### config.mk
export PLATFORM = sky130hd
export DESIGN_NAME = pivmc_top
export DESIGN_NICKNAME = d
export VERILOG_FILES = /design/src/include/pivmc_pkg.sv /design/src/pivmc_sequencer.sv /design/src/pivmc_sport_mux.sv /design/src/pivmc_top.sv
export SDC_FILE = /design/constraint.sdc
export NUM_CORES = 1
export LEC_CHECK = 0
export ABC_CLOCK_PERIOD_IN_PS = 2700
export BUFFER_PORTS_ARGS = -buffer_cell sky130_fd_sc_hd__buf_2
export CAP_MARGIN = 30
export CELL_PAD_IN_SITES_DETAIL_PLACEMENT = 2
export CELL_PAD_IN_SITES_GLOBAL_PLACEMENT = 2
export CORE_MARGIN = 5
export CORE_UTILIZATION = 28
export CTS_BUF_LIST = sky130_fd_sc_hd__clkbuf_16
export DETAILED_ROUTE_END_ITERATION = 8
export HOLD_SLACK_MARGIN = 0.05
export PLACE_DENSITY = 0.83
export SLEW_MARGIN = 20
export SYNTH_ARGS = -nofsm -noshare
export SYNTH_HDL_FRONTEND = slang
export SYNTH_SLANG_ARGS = --single-unit
### constraint.sdc
create_clock -name clock -period 2.7 [get_ports clock]
set_clock_uncertainty 0.2 [all_clocks]
set_input_delay 0.54 -clock clock [delete_from_list [all_inputs] [get_ports clock]]
set_output_delay 0.54 -clock clock [all_outputs]
set_load 0.01 [all_outputs]
### src/include/pivmc_pkg.sv
// Package with register map, field positions, vectors and carrier types.
package pivmc_pkg;
	// Register indices as printed; byte address is four times the index.
	localparam logic [15:0] IDX_MODE_CONTROL = 16'h2015;
	localparam logic [15:0] IDX_PERIPHERAL_VECTOR = 16'h201C;
	localparam logic [15:0] IDX_PERIPHERAL_MASK = 16'h201D;
	localparam logic [15:0] IDX_IRQ_STATUS = 16'h2050;
	localparam logic [15:0] IDX_IRQ_ENABLE = 16'h2051;
	localparam logic [17:0] ADDR_MODE_CONTROL = {IDX_MODE_CONTROL, 2'b00};
	localparam logic [17:0] ADDR_PERIPHERAL_VECTOR = {IDX_PERIPHERAL_VECTOR, 2'b00};
	localparam logic [17:0] ADDR_PERIPHERAL_MASK = {IDX_PERIPHERAL_MASK, 2'b00};
	localparam logic [17:0] ADDR_IRQ_STATUS = {IDX_IRQ_STATUS, 2'b00};
	localparam logic [17:0] ADDR_IRQ_ENABLE = {IDX_IRQ_ENABLE, 2'b00};
	// Source count and vector table layout.
	localparam int NUM_SOURCES = 11;
	localparam logic [15:0] VECTOR_BASE = 16'h0030;
	localparam logic [15:0] VECTOR_LAST = 16'h0058;
	localparam logic [15:0] VECTOR_STEP = 16'h0004;
	localparam logic [15:0] CORE_ENTRY_VECTOR = 16'h0004;
	// Mode control field positions and reset values.
	localparam int MODE_WIDTH = 9;
	localparam int BIT_PWM_DOUBLE_UPDATE = 6;
	localparam int BIT_RECEIVE_PIN_SELECT = 4;
	localparam int BIT_UART_ROUTE_ENABLE = 5;
	localparam int BIT_AUX_OFFSET_MODE = 8;
	localparam logic [8:0] MODE_WRITABLE = 9'h170;
	localparam logic [8:0] MODE_RESET = 9'h000;
	localparam logic [10:0] MASK_RESET = 11'h000;
	// Event status bits.
	localparam int EVT_VECTOR_LOADED = 0;
	localparam int EVT_VECTOR_READ = 1;
	localparam logic [1:0] EVT_RESET = 2'h0;
	// AXI4-Lite response codes.
	localparam logic [1:0] RESP_OKAY = 2'b00;
	localparam logic [1:0] RESP_SLVERR = 2'b10;
	// Serial port pin group toward the pads and the core.
	typedef struct packed {
		logic receivePinA;
		logic receivePinB;
		logic frameSyncPadIn;
		logic coreFlagOutput;
	} pivmc_sport_in_t;
	typedef struct packed {
		logic receiveDataToCore;
		logic receiveFrameSyncInput;
		logic frameSyncPadOut;
		logic frameSyncPadOe;
	} pivmc_sport_out_t;
	// Sequencer states.
	typedef enum logic [1:0] {
		SEQ_IDLE = 2'b00,
		SEQ_HELD = 2'b01
	} pivmc_seq_state_t;
	// Next vector for a one-hot-or-more pending word: lowest index wins.
	function automatic logic [15:0] pick_vector(input logic [10:0] pending);
		logic [15:0] vec;
		vec = VECTOR_BASE;
		for (int i = NUM_SOURCES - 1; i >= 0; i--)
		begin
			if (pending[i])
			begin
				vec = VECTOR_BASE + 16'(i) * VECTOR_STEP;
			end
		end
		return vec;
	endfunction
endpackage

### src/pivmc_sequencer.sv
// Peripheral interrupt sequencer holding one vector until the core reads it.
`timescale 1ns/100ps
`default_nettype none
module pivmc_sequencer
(
	// Clock and reset.
	input wire logic clock,
	input wire logic rst,
	// Sources and mask.
	input wire logic [10:0] sourceRequest,
	input wire logic [10:0] sourceMask,
	// Vector read strobe from the bus.
	input wire logic vectorRead,
	// Results.
	output logic [15:0] vectorOut,
	output logic coreRequest,
	output logic loadedPulse,
	output logic [10:0] pendingOut
);
	import pivmc_pkg::*;
	logic [10:0] pending_ff;
	logic [15:0] vector_ff;
	logic loaded_ff;
	pivmc_seq_state_t state_ff;
	logic [10:0] nxt_pending;
	logic [10:0] eligible;
	logic takeNow;
	logic [3:0] takeIdx;

	// Gate pending sources with the mask and decide on a load.
	always_comb
	begin
		eligible = pending_ff & sourceMask;
		takeNow = (state_ff == SEQ_IDLE) && (eligible != 11'h000);
		takeIdx = 4'((pick_vector(eligible) - VECTOR_BASE) >> 2);
		nxt_pending = pending_ff | sourceRequest;
		if (takeNow)
		begin
			nxt_pending[takeIdx] = sourceRequest[takeIdx];
		end
	end

	// Latch incoming requests until they are vectored.
	always_ff @(posedge clock)
	begin
		if (rst)
			pending_ff <= 11'h000;
		else
			pending_ff <= nxt_pending;
	end

	// Load the highest-priority vector and hold it until read.
	always_ff @(posedge clock)
	begin
		if (rst)
		begin
			state_ff <= SEQ_IDLE;
			vector_ff <= VECTOR_BASE;
			loaded_ff <= 1'b0;
		end
		else
		begin
			loaded_ff <= takeNow;
			case (state_ff)
				SEQ_IDLE:
				begin
					if (takeNow)
					begin
						vector_ff <= pick_vector(eligible);
						state_ff <= SEQ_HELD;
					end
				end
				SEQ_HELD:
				begin
					if (vectorRead)
						state_ff <= SEQ_IDLE;
				end
				default:
					state_ff <= SEQ_IDLE;
			endcase
		end
	end

	// One request per loaded vector; none until the read releases it.
	assign coreRequest = loaded_ff;
	assign loadedPulse = loaded_ff;
	assign vectorOut = vector_ff;
	assign pendingOut = pending_ff;
endmodule
`default_nettype wire

### src/pivmc_sport_mux.sv
// Routing of serial port one receive and frame sync pins.
`timescale 1ns/100ps
`default_nettype none
module pivmc_sport_mux
(
	// Mode bits.
	input wire logic receivePinSelect,
	input wire logic uartRouteEnable,
	// Pins and core signals.
	input wire pivmc_pkg::pivmc_sport_in_t sportIn,
	output pivmc_pkg::pivmc_sport_out_t sportOut
);
	import pivmc_pkg::*;
	// Select the data pin and the frame sync source.
	always_comb
	begin
		sportOut.receiveDataToCore = receivePinSelect ? sportIn.receivePinB
			: sportIn.receivePinA;
		sportOut.receiveFrameSyncInput = uartRouteEnable ? sportIn.receivePinA
			: sportIn.frameSyncPadIn;
		sportOut.frameSyncPadOut = sportIn.coreFlagOutput;
		sportOut.frameSyncPadOe = uartRouteEnable;
	end
endmodule
`default_nettype wire

### src/pivmc_top.sv
// Peripheral interrupt vectoring and mode control with an AXI4-Lite slave.
// Behaviour
// - Eleven peripheral sources feed one vectored request.
// - Highest-priority unmasked pending source's vector gets loaded.
// - Loaded vector holds until the core reads it.
// - No new request before the vector read.
// - Vectors span 0x0030 to 0x0058, one each.
// - Bit four picks receive pin A or B.
// - Receive select resets to zero, pin A.
// - UART enable routes pin A to frame sync.
// - UART enable drives core flag to pad.
// - Mode bits select main and auxiliary PWM modes.
`timescale 1ns/100ps
`default_nettype none
module pivmc_top
(
	// Clock and reset.
	input wire logic clock,
	input wire logic rst,
	// AXI4-Lite write address channel.
	input wire logic [31:0] s_axi_awaddr,
	input wire logic s_axi_awvalid,
	output logic s_axi_awready,
	// AXI4-Lite write data channel.
	input wire logic [31:0] s_axi_wdata,
	input wire logic [3:0] s_axi_wstrb,
	input wire logic s_axi_wvalid,
	output logic s_axi_wready,
	// AXI4-Lite write response channel.
	output logic [1:0] s_axi_bresp,
	output logic s_axi_bvalid,
	input wire logic s_axi_bready,
	// AXI4-Lite read address channel.
	input wire logic [31:0] s_axi_araddr,
	input wire logic s_axi_arvalid,
	output logic s_axi_arready,
	// AXI4-Lite read data channel.
	output logic [31:0] s_axi_rdata,
	output logic [1:0] s_axi_rresp,
	output logic s_axi_rvalid,
	input wire logic s_axi_rready,
	// Peripheral interrupt sources.
	input wire logic [10:0] sourceRequest,
	// Vectored request to the core.
	output logic coreRequest,
	// Event interrupt output.
	output logic irqOut,
	// Serial port pins.
	input wire pivmc_pkg::pivmc_sport_in_t sportIn,
	output pivmc_pkg::pivmc_sport_out_t sportOut,
	// PWM mode selects.
	output logic pwmDoubleUpdate,
	output logic auxOffsetMode
);
	import pivmc_pkg::*;
	// Register file, channel holding registers and decode results.
	logic [8:0] mode_ff;
	logic [10:0] mask_ff;
	logic [1:0] status_ff;
	logic [1:0] enable_ff;
	logic [31:0] awaddr_ff;
	logic awHeld_ff;
	logic [31:0] wdata_ff;
	logic [3:0] wstrb_ff;
	logic wHeld_ff;
	logic bvalid_ff;
	logic [1:0] bresp_ff;
	logic rvalid_ff;
	logic [31:0] rdata_ff;
	logic [1:0] rresp_ff;
	logic doWrite;
	logic doRead;
	logic vectorRead;
	logic loadedPulse;
	logic [15:0] vectorValue;
	logic [10:0] pendingValue;
	logic [31:0] readWord;
	logic readHit;
	logic writeHit;
	logic writeMode;
	logic writeMask;
	logic writeStatus;
	logic writeEnable;
	logic [1:0] statusClear;
	logic [1:0] statusSet;

	// Register address match on the aligned word.
	// Upper address bits must be zero, so no alias of the map answers.
	function automatic logic addr_is(input logic [31:0] addr, input logic [17:0] target);
		return (addr[31:18] == 14'h0000) && (addr[17:2] == target[17:2]);
	endfunction

	// Write channels are taken independently and held until the response.
	// Holding both channels until the response keeps a second write from overtaking the first.
	assign s_axi_awready = !awHeld_ff && !bvalid_ff;
	assign s_axi_wready = !wHeld_ff && !bvalid_ff;
	assign doWrite = awHeld_ff && wHeld_ff && !bvalid_ff;

	// Per-register write strobes, high only in the cycle the write lands.
	assign writeMode = doWrite && addr_is(awaddr_ff, ADDR_MODE_CONTROL);
	assign writeMask = doWrite && addr_is(awaddr_ff, ADDR_PERIPHERAL_MASK);
	assign writeStatus = doWrite && addr_is(awaddr_ff, ADDR_IRQ_STATUS) && wstrb_ff[0];
	assign writeEnable = doWrite && addr_is(awaddr_ff, ADDR_IRQ_ENABLE) && wstrb_ff[0];

	// Capture the write address.
	always_ff @(posedge clock)
	begin
		if (rst)
		begin
			awHeld_ff <= 1'b0;
			awaddr_ff <= 32'h00000000;
		end
		else if (s_axi_awvalid && s_axi_awready)
		begin
			awHeld_ff <= 1'b1;
			awaddr_ff <= s_axi_awaddr;
		end
		else if (doWrite)
			awHeld_ff <= 1'b0;
	end

	// Capture the write data.
	always_ff @(posedge clock)
	begin
		if (rst)
		begin
			wHeld_ff <= 1'b0;
			wdata_ff <= 32'h00000000;
			wstrb_ff <= 4'h0;
		end
		else if (s_axi_wvalid && s_axi_wready)
		begin
			wHeld_ff <= 1'b1;
			wdata_ff <= s_axi_wdata;
			wstrb_ff <= s_axi_wstrb;
		end
		else if (doWrite)
			wHeld_ff <= 1'b0;
	end

	// Decode the write target.
	always_comb
	begin
		writeHit = addr_is(awaddr_ff, ADDR_MODE_CONTROL) || addr_is(awaddr_ff, ADDR_PERIPHERAL_MASK)
			|| addr_is(awaddr_ff, ADDR_IRQ_STATUS) || addr_is(awaddr_ff, ADDR_IRQ_ENABLE)
			|| addr_is(awaddr_ff, ADDR_PERIPHERAL_VECTOR);
	end

	// Write response.
	always_ff @(posedge clock)
	begin
		if (rst)
		begin
			bvalid_ff <= 1'b0;
			bresp_ff <= RESP_OKAY;
		end
		else if (doWrite)
		begin
			bvalid_ff <= 1'b1;
			bresp_ff <= writeHit ? RESP_OKAY : RESP_SLVERR;
		end
		else if (s_axi_bready)
			bvalid_ff <= 1'b0;
	end
	assign s_axi_bvalid = bvalid_ff;
	assign s_axi_bresp = bresp_ff;

	// Mode control register; only bits 8 and 6 to 4 store.
	always_ff @(posedge clock)
	begin
		if (rst)
			mode_ff <= MODE_RESET;
		else if (writeMode)
		begin
			if (wstrb_ff[0])
				mode_ff[7:0] <= wdata_ff[7:0] & MODE_WRITABLE[7:0];
			if (wstrb_ff[1])
				mode_ff[8] <= wdata_ff[8] & MODE_WRITABLE[8];
		end
	end

	// Peripheral mask register.
	always_ff @(posedge clock)
	begin
		if (rst)
			mask_ff <= MASK_RESET;
		else if (writeMask)
		begin
			if (wstrb_ff[0])
				mask_ff[7:0] <= wdata_ff[7:0];
			if (wstrb_ff[1])
				mask_ff[10:8] <= wdata_ff[10:8];
		end
	end

	// Event enable register.
	always_ff @(posedge clock)
	begin
		if (rst)
			enable_ff <= EVT_RESET;
		else if (writeEnable)
			enable_ff <= wdata_ff[1:0];
	end

	// Clear and set terms of the event status; a set in the same cycle wins.
	always_comb
	begin
		statusClear = writeStatus ? wdata_ff[1:0] : 2'h0;
		statusSet = 2'h0;
		statusSet[EVT_VECTOR_LOADED] = loadedPulse;
		statusSet[EVT_VECTOR_READ] = vectorRead;
	end

	// Sticky event status, cleared by writing a one.
	always_ff @(posedge clock)
	begin
		if (rst)
			status_ff <= EVT_RESET;
		else
			status_ff <= (status_ff & ~statusClear) | statusSet;
	end
	// The event line is a level, high while any enabled status bit is set.
	assign irqOut = |(status_ff & enable_ff);

	// Read channel: one read under way at a time.
	// The vector is released at the address handshake; the data returned are that vector.
	assign s_axi_arready = !rvalid_ff;
	assign doRead = s_axi_arvalid && s_axi_arready;
	assign vectorRead = doRead && addr_is(s_axi_araddr, ADDR_PERIPHERAL_VECTOR);

	// Read data multiplexer.
	// The status word also shows the sources still pending, so masked ones stay visible.
	always_comb
	begin
		readWord = 32'h00000000;
		readHit = 1'b1;
		if (addr_is(s_axi_araddr, ADDR_MODE_CONTROL))
			readWord = {23'h000000, mode_ff};
		else if (addr_is(s_axi_araddr, ADDR_PERIPHERAL_VECTOR))
			readWord = {16'h0000, vectorValue};
		else if (addr_is(s_axi_araddr, ADDR_PERIPHERAL_MASK))
			readWord = {21'h000000, mask_ff};
		else if (addr_is(s_axi_araddr, ADDR_IRQ_STATUS))
			readWord = {19'h00000, pendingValue, status_ff};
		else if (addr_is(s_axi_araddr, ADDR_IRQ_ENABLE))
			readWord = {30'h00000000, enable_ff};
		else
			readHit = 1'b0;
	end

	// Read response register.
	always_ff @(posedge clock)
	begin
		if (rst)
		begin
			rvalid_ff <= 1'b0;
			rdata_ff <= 32'h00000000;
			rresp_ff <= RESP_OKAY;
		end
		else if (doRead)
		begin
			rvalid_ff <= 1'b1;
			rdata_ff <= readWord;
			rresp_ff <= readHit ? RESP_OKAY : RESP_SLVERR;
		end
		else if (s_axi_rready)
			rvalid_ff <= 1'b0;
	end
	assign s_axi_rvalid = rvalid_ff;
	assign s_axi_rdata = rdata_ff;
	assign s_axi_rresp = rresp_ff;

	// Interrupt sequencer.
	// Masked sources stay pending inside the sequencer until their mask bit is set.
	pivmc_sequencer u_seq
	(
		.clock(clock),
		.rst(rst),
		.sourceRequest(sourceRequest),
		.sourceMask(mask_ff),
		.vectorRead(vectorRead),
		.vectorOut(vectorValue),
		.coreRequest(coreRequest),
		.loadedPulse(loadedPulse),
		.pendingOut(pendingValue)
	);

	// Serial port pin routing.
	// Routing is combinational, so the pins follow a mode write in the next cycle.
	pivmc_sport_mux u_mux
	(
		.receivePinSelect(mode_ff[BIT_RECEIVE_PIN_SELECT]),
		.uartRouteEnable(mode_ff[BIT_UART_ROUTE_ENABLE]),
		.sportIn(sportIn),
		.sportOut(sportOut)
	);

	// PWM mode selects straight from the register.
	// Only the selects live here; the PWM units that use them sit outside this block.
	assign pwmDoubleUpdate = mode_ff[BIT_PWM_DOUBLE_UPDATE];
	assign auxOffsetMode = mode_ff[BIT_AUX_OFFSET_MODE];
endmodule
`default_nettype wire

Word level (Yosys, flattened, before mapping)
Index checks and enable logic that the tools add are counted.

cells by class
  add/sub/neg operators = 1
  $lt $le $gt $ge = 2
  equality and inequality tests = 13
  muxes and demuxes = 42
  bitwise operators = 6
  reductions and logical operators = 49

operators with widths
  kind                                                                                 count
  16-bit by 14-bit == test with 1-bit output, second input constant                    10
  16-bit 2-to-1 mux                                                                    9
  14-bit logical NOT                                                                   2
  7-bit 2-to-1 mux                                                                     4
  1-bit logical AND                                                                    26
  13-bit 2-to-1 mux                                                                    2
  1-bit 2-to-1 mux                                                                     16
  2-bit 2-to-1 mux                                                                     6
  2-bit AND reduction                                                                  6
  11-bit bitwise AND                                                                   1
  11-bit bitwise mux                                                                   1
  11-bit 2-to-1 mux                                                                    1
  11-bit bitwise OR                                                                    1
  11-bit nonzero test                                                                  1
  2-bit nonzero test                                                                   4
  6-bit subtractor, second input constant                                              1
  4-bit by 5-bit less-than comparator with 1-bit output, second input constant         1
  2-bit bitwise AND                                                                    2
  1-bit binary-select mux with 4-bit select                                            1
  1-bit demux with 4-bit select                                                        1
  4-bit by 1-bit greater-or-equal comparator with 1-bit output, second input constant  1
  1-bit logical NOT                                                                    4
  1-bit logical OR                                                                     4
  2-bit by 1-bit != test with 1-bit output, second input constant                      2
  6 further kinds                                                                      6

storage, ports and cells
  register bits = 134
  input bits = 122
  output and inout bits = 49

Logic depth before layout (Yosys ltp)
  word-level depth = 19
  depth in mapped cells = 10
  mapped depth without buffers = 9

By module
From an unflattened synthesis, not the netlist that was laid out.

unflattened totals
  cells, all modules = 615
  area, all modules = 5036.1 um2

by module, submodules not included
  module           instances  cells each  area each (um2)
  pivmc_top        1          451         3661.0
  pivmc_sequencer  1          160         1333.8
  pivmc_sport_mux  1          4           41.3

Worst setup path before layout
OpenSTA, ideal clock, no wires.

  path kind = flip-flop to flip-flop
  from = register u_seq.pending_ff[9] (netlist: u_seq.pendingOut[9])
  to = register u_seq.pending_ff[8] (netlist: u_seq.pendingOut[8])
  setup time = 126 ps
  arrival = 2107 ps
  data required time = 2374 ps
  setup slack = 267 ps
  stages on the path, launching flop included = 9
  path through = dfxtp_1 -> a222oi_1 -> and3_1 -> nor2_1 -> ha_1 -> or2_1 -> o41ai_2 -> buf_4 -> o31ai_2

on the way
  longest elaborated chain between the ends = 18
  elaborated cells between the ends (all ways) = 23

RTL lines
  item                                                                                                                                                         line                   source
  from (decl)                                                                                                                                                  pivmc_sequencer.sv:21  logic [10:0] pending_ff;
  from (signal assigned)                                                                                                                                       pivmc_sequencer.sv:49  pending_ff <= nxt_pending;
  11-bit bitwise AND (*)                                                                                                                                       pivmc_sequencer.sv:33  eligible = pending_ff & sourceMask;
  7-bit 2-to-1 mux (3 in a row)                                                                                                                                n/a
  16-bit 2-to-1 mux                                                                                                                                            pivmc_pkg.sv:60        if (pending[i])
  16-bit 2-to-1 mux (2 in a row)                                                                                                                               n/a
  16-bit 2-to-1 mux (4 in a row)                                                                                                                               pivmc_pkg.sv:60
  6-bit subtractor                                                                                                                                             pivmc_sequencer.sv:35  takeIdx = 4'((pick_vector(eligible) - VECTOR_BASE) >> 2);
  4-bit by 5-bit less-than comparator with 1-bit output (not written as such) or 4-bit by 1-bit greater-or-equal comparator with 1-bit output (tied branches)  pivmc_sequencer.sv:39  nxt_pending[takeIdx] = sourceRequest[takeIdx];
  1-bit logical AND (not written as such)                                                                                                                      pivmc_sequencer.sv:39
  1-bit 2-to-1 mux (not written as such)                                                                                                                       pivmc_sequencer.sv:39
  1-bit demux with 4-bit select                                                                                                                                n/a
  11-bit bitwise mux                                                                                                                                           pivmc_sequencer.sv:39
  11-bit 2-to-1 mux (*)                                                                                                                                        pivmc_sequencer.sv:37  if (takeNow)

Every way passes the cells marked *; elsewhere a longest branch is shown, timed or not. The select of a mux whose other input is x is not followed.
A chain may end at the register's enable or synchronous reset.

Worst setup path after layout
  from = register mask_ff[9]
  to = register u_seq.pending_ff[4] (netlist: u_seq.pendingOut[4])

on the way
  longest elaborated chain between the ends = 18
  elaborated cells between the ends (all ways) = 23

RTL lines
  item                                                                                                                                                         line                   source
  from (decl)                                                                                                                                                  pivmc_top.sv:58        logic [10:0] mask_ff;
  from (signal assigned)                                                                                                                                       pivmc_top.sv:192       mask_ff[10:8] <= wdata_ff[10:8];
  11-bit bitwise AND (*)                                                                                                                                       pivmc_sequencer.sv:33
  7-bit 2-to-1 mux (3 in a row)                                                                                                                                n/a
  16-bit 2-to-1 mux                                                                                                                                            pivmc_pkg.sv:60
  16-bit 2-to-1 mux (2 in a row)                                                                                                                               n/a
  16-bit 2-to-1 mux (4 in a row)                                                                                                                               pivmc_pkg.sv:60
  6-bit subtractor                                                                                                                                             pivmc_sequencer.sv:35
  4-bit by 5-bit less-than comparator with 1-bit output (not written as such) or 4-bit by 1-bit greater-or-equal comparator with 1-bit output (tied branches)  pivmc_sequencer.sv:39
  1-bit logical AND (not written as such)                                                                                                                      pivmc_sequencer.sv:39
  1-bit 2-to-1 mux (not written as such)                                                                                                                       pivmc_sequencer.sv:39
  1-bit demux with 4-bit select                                                                                                                                n/a
  11-bit bitwise mux                                                                                                                                           pivmc_sequencer.sv:39
  11-bit 2-to-1 mux (*)                                                                                                                                        pivmc_sequencer.sv:37

Marks and branches as above.

==> impl_metrics.csv <==
group,metric,value,unit
worst_hold_path,holdPathStages,2,
place,dp.cells,939,
synthesis,ys_types,67,
clock_network,clockBufferDepth,2,
place,routabilityCongestion,0.8993,
timing,fmax,385.4,MHz
synthesis,synth-seq-cells,99,
clock_network,cts.htree.levels,3,
global_route,grt_pass1_vias,5591,
timing,setup_viol,0,
clock_network,holdBufCountCts,0,
timing,period_share,96.11,%
pwr,ir_drop,0.0003053,V
floorplanning,ios,171,
timing,fin_crit,2.595,ns
worst_setup_path,required,2.73,ns
worst_setup_path,reg2reg_depth,8,
cells_and_area,fin_util,36.28,%
cells_and_area,area_growth,26.90,%
synthesis,ys_seq_area_share,39.94,%
global_route,grt-ovfl-total,0,
worst_setup_path,crit_path_end_kind,"flop",
synthesis,yosysWarnings,0,
pwr,finalPower,3.426,mW
synthesis,netlist_area,4962,sq um
cells_and_area,fin_nets,852,
cells_and_area,final_area,6297,sq um
detailed_routing,drt-pass1-iter-count,4,
floorplanning,core,17360,sq um
worst_setup_path,critPathTopFamily,"compound AO/OA/AOI/OAI gates",
worst_setup_path,path_cells,"a222oi_1 > and3_1 > nor2_1 > ha_1 > or2_4 > o41ai_4 > buf_6 > o31ai_2",
detailed_routing,drtAntennaViolNets,0,
floorplanning,num_rows,48,
worst_setup_path,cp-start-kind,"flop",
detailed_routing,vias_per_cell,5.180,
detailed_routing,post-route-drc-count,0,
place,placed_area,5927,sq um
worst_setup_path,crit_buf_inv,1,
pwr,power_density,544.1,nW/um^2
synthesis,async_flop_share,0,%
clock_network,clock_latency,0.35,ns
floorplanning,initial_core_util,28.59,%
worst_setup_path,path_max_fanout,8,
worst_setup_path,path_depth,8,
place,port_buffers,120,
clock_network,cts_sinks,99,
timing,tightest_slew,0.6041,ns
synthesis,synthCells,583,
detailed_routing,post_drt_wl_per_cell,19.70,um
floorplanning,die_w,143.1,um
global_route,antenna_found_initial,2,
synthesis,synth_enable_flop_cells,0,
global_route,grtUsageTotal,18.29,%
floorplanning,dieArea,20480,sq um
worst_hold_path,hp-class,"input pin to flop",
cells_and_area,drive_gt1_share,29.51,%
timing,slew_headroom,59.72,%
detailed_routing,drt-initial-drc-count,185,
global_route,grt_pass1_wl,29610,um
global_route,grt_max_degree,50,
cells_and_area,layoutNonFillerInstCount,957,
run,max_cap_viol_count,0,
timing,finalSetupTns,0,ns
clock_network,tritoncts,"yes",
worst_setup_path,cpMaxStageDelayCell,"a222oi_1",
run_status,status,"finished clean",
timing,slew_viol_final,0,
timing,final_hold_viol_count,0,
cells_and_area,diodes,0,
synthesis,syn_area_per_cell,8.512,sq um
synthesis,synth-main-ff-cell,"dfxtp_1",
detailed_routing,num_vias,4957,
pwr,leakage,2.699,nW
worst_setup_path,crit_arrival,2.62,ns
clock_network,path_clk_slew,0.08,ns
floorplanning,die_h,143.1,um
clock_network,cts_root_buf,"clkbuf_16",
worst_setup_path,slowest_delay,0.43,ns
clock_network,cts_made_buffers,9,
place,hpwl,14750,um
worst_setup_path,critPathKind,"flop to flop",
detailed_routing,wirelength,18850,um
-- state kept, by name, summed over array words and instances (netlist names) --
name               count
awaddr_ff             30
s_axi_rdata           13
mask_ff               11
u_seq.pendingOut      11
wdata_ff              11
u_seq.vectorOut        5
mode_ff                4
enable_ff              2
status_ff              2
wstrb_ff               2
awHeld_ff              1
s_axi_bresp            1
s_axi_bvalid           1
s_axi_rresp            1
s_axi_rvalid           1
u_seq.coreRequest      1
u_seq.state_ff         1
wHeld_ff               1
-- final timing paths --
path / from / endpoint / slack, ns
worst min register to register: s_axi_rdata[10] / s_axi_rdata[10] / 0.25
worst max register to register: mask_ff[9] / u_seq.pendingOut[4] / 0.10
worst max-delay path: mask_ff[9] / u_seq.pendingOut[4] / 0.10
worst min-delay path: s_axi_rready / s_axi_rvalid / 0.16
-- area by class of cell --
cell class / instances / area [sq um]
Fill cell: 2010 / 11060
Clock inverter: 7 / 96.34
Clock buffer: 9 / 225.2
Sequential cell: 99 / 1983
Timing Repair Buffer: 162 / 919.6
Inverter: 10 / 37.54
Multi-Input combinational cell: 445 / 2754
Tap cell: 225 / 281.5
-- logic make-up (layout without fill, tap and decap cells) --
group,Yosys count,count (layout),share of synthesized area [%]
DFF,99,99,39.94
muxes,21,21,4.286
and+or+nand+nor,252,252,25.90
AOI/OAI and AO/OA,148,148,22.39
buffers and inverters,59,188,6.656
other,1,21,0.07557
adders and majority gates,3,3,0.7565
-- cells in the final DEF (no fill, tap or decap), drive strengths merged, types with 14 or more instances in the layout --
cell type  instances
a21oi             57
a22o              14
buf              162
conb              21
dfxtp             99
mux2i             19
nand2            113
nor2              67
nor4              16
o21ai             14
-- report_power, final --
group / internal (mW) / total (mW) / switching [mW]
Clock: 0.821 / 1.44 / 0.616
Sequential: 1.53 / 1.59 / 0.0577
Combinational: 0.162 / 0.405 / 0.243
Total: 2.51 / 3.43 / 0.916
-- cell usage after synthesis (all sizes together) (2+ instances only) --
master / count / share of area, %
ha: 3 / 0.76
nor2b: 5 / 0.63
a32oi: 2 / 0.35
clkbuf: 14 / 1.1
and2: 7 / 0.88
nand3: 5 / 0.61
nand3b: 5 / 0.76
inv: 10 / 0.76
a211oi: 9 / 1.7
o2111ai: 3 / 0.53
o31ai: 13 / 3.0
a21oi: 57 / 5.8
nand4b: 2 / 0.35
a311o: 3 / 0.61
nor2: 67 / 5.1
a222oi: 5 / 1.0
o21ai: 14 / 1.4
a22oi: 9 / 1.6
nor3: 3 / 0.30
nand2b: 3 / 0.38
mux2: 2 / 0.45
nand2: 113 / 8.5
a21boi: 2 / 0.30
or3: 6 / 0.86
dfxtp: 99 / 40
nor4b: 6 / 2.1
a22o: 14 / 2.5
mux2i: 19 / 3.8
o41ai: 2 / 0.88
nor4: 16 / 3.2
nand4: 5 / 0.93
o211ai: 4 / 0.71
buf: 35 / 4.8
and3: 6 / 0.76
-- worst reg2reg max path: stages (launching register included) --
cell and delay, ns:
dfxtp_2 0.34, a222oi_1 0.43, and3_1 0.28, nor2_1 0.09, ha_1 0.30, or2_4 0.28, o41ai_4 0.25, buf_6 0.21
o31ai_2 0.08
-- repair_timing --
item	in CTS	in global routing
hold endpoints to repair	0	0
setup buffers	0	2
endpoints found under the setup margin	0	11
resized for setup	0	7
-- through the flow --
| step | worst slack [ns] | hold WS (ns) |
|---|---|---|
| CTS | 0.03772 | 0.1550 |
| floorplan | 0.2665 | 0.2316 |
| global route | -0.01813 | 0.1613 |
| detailed placement | -0.03132 | 0.2439 |
| finish | 0.1050 | 0.1625 |
| global placement | 0.1308 | 0.2347 |
-- routing by layer --
metal,GRT usage [%],vias up,share of wire [%]
li1,-,2334,-
met1,20.15,2465,39
met2,35.68,131,54
met3,3.516,23,5.6
met4,4.452,4,1.3
met5,0,-,0.11
Note: power is estimated with default switching activity, not from simulation.
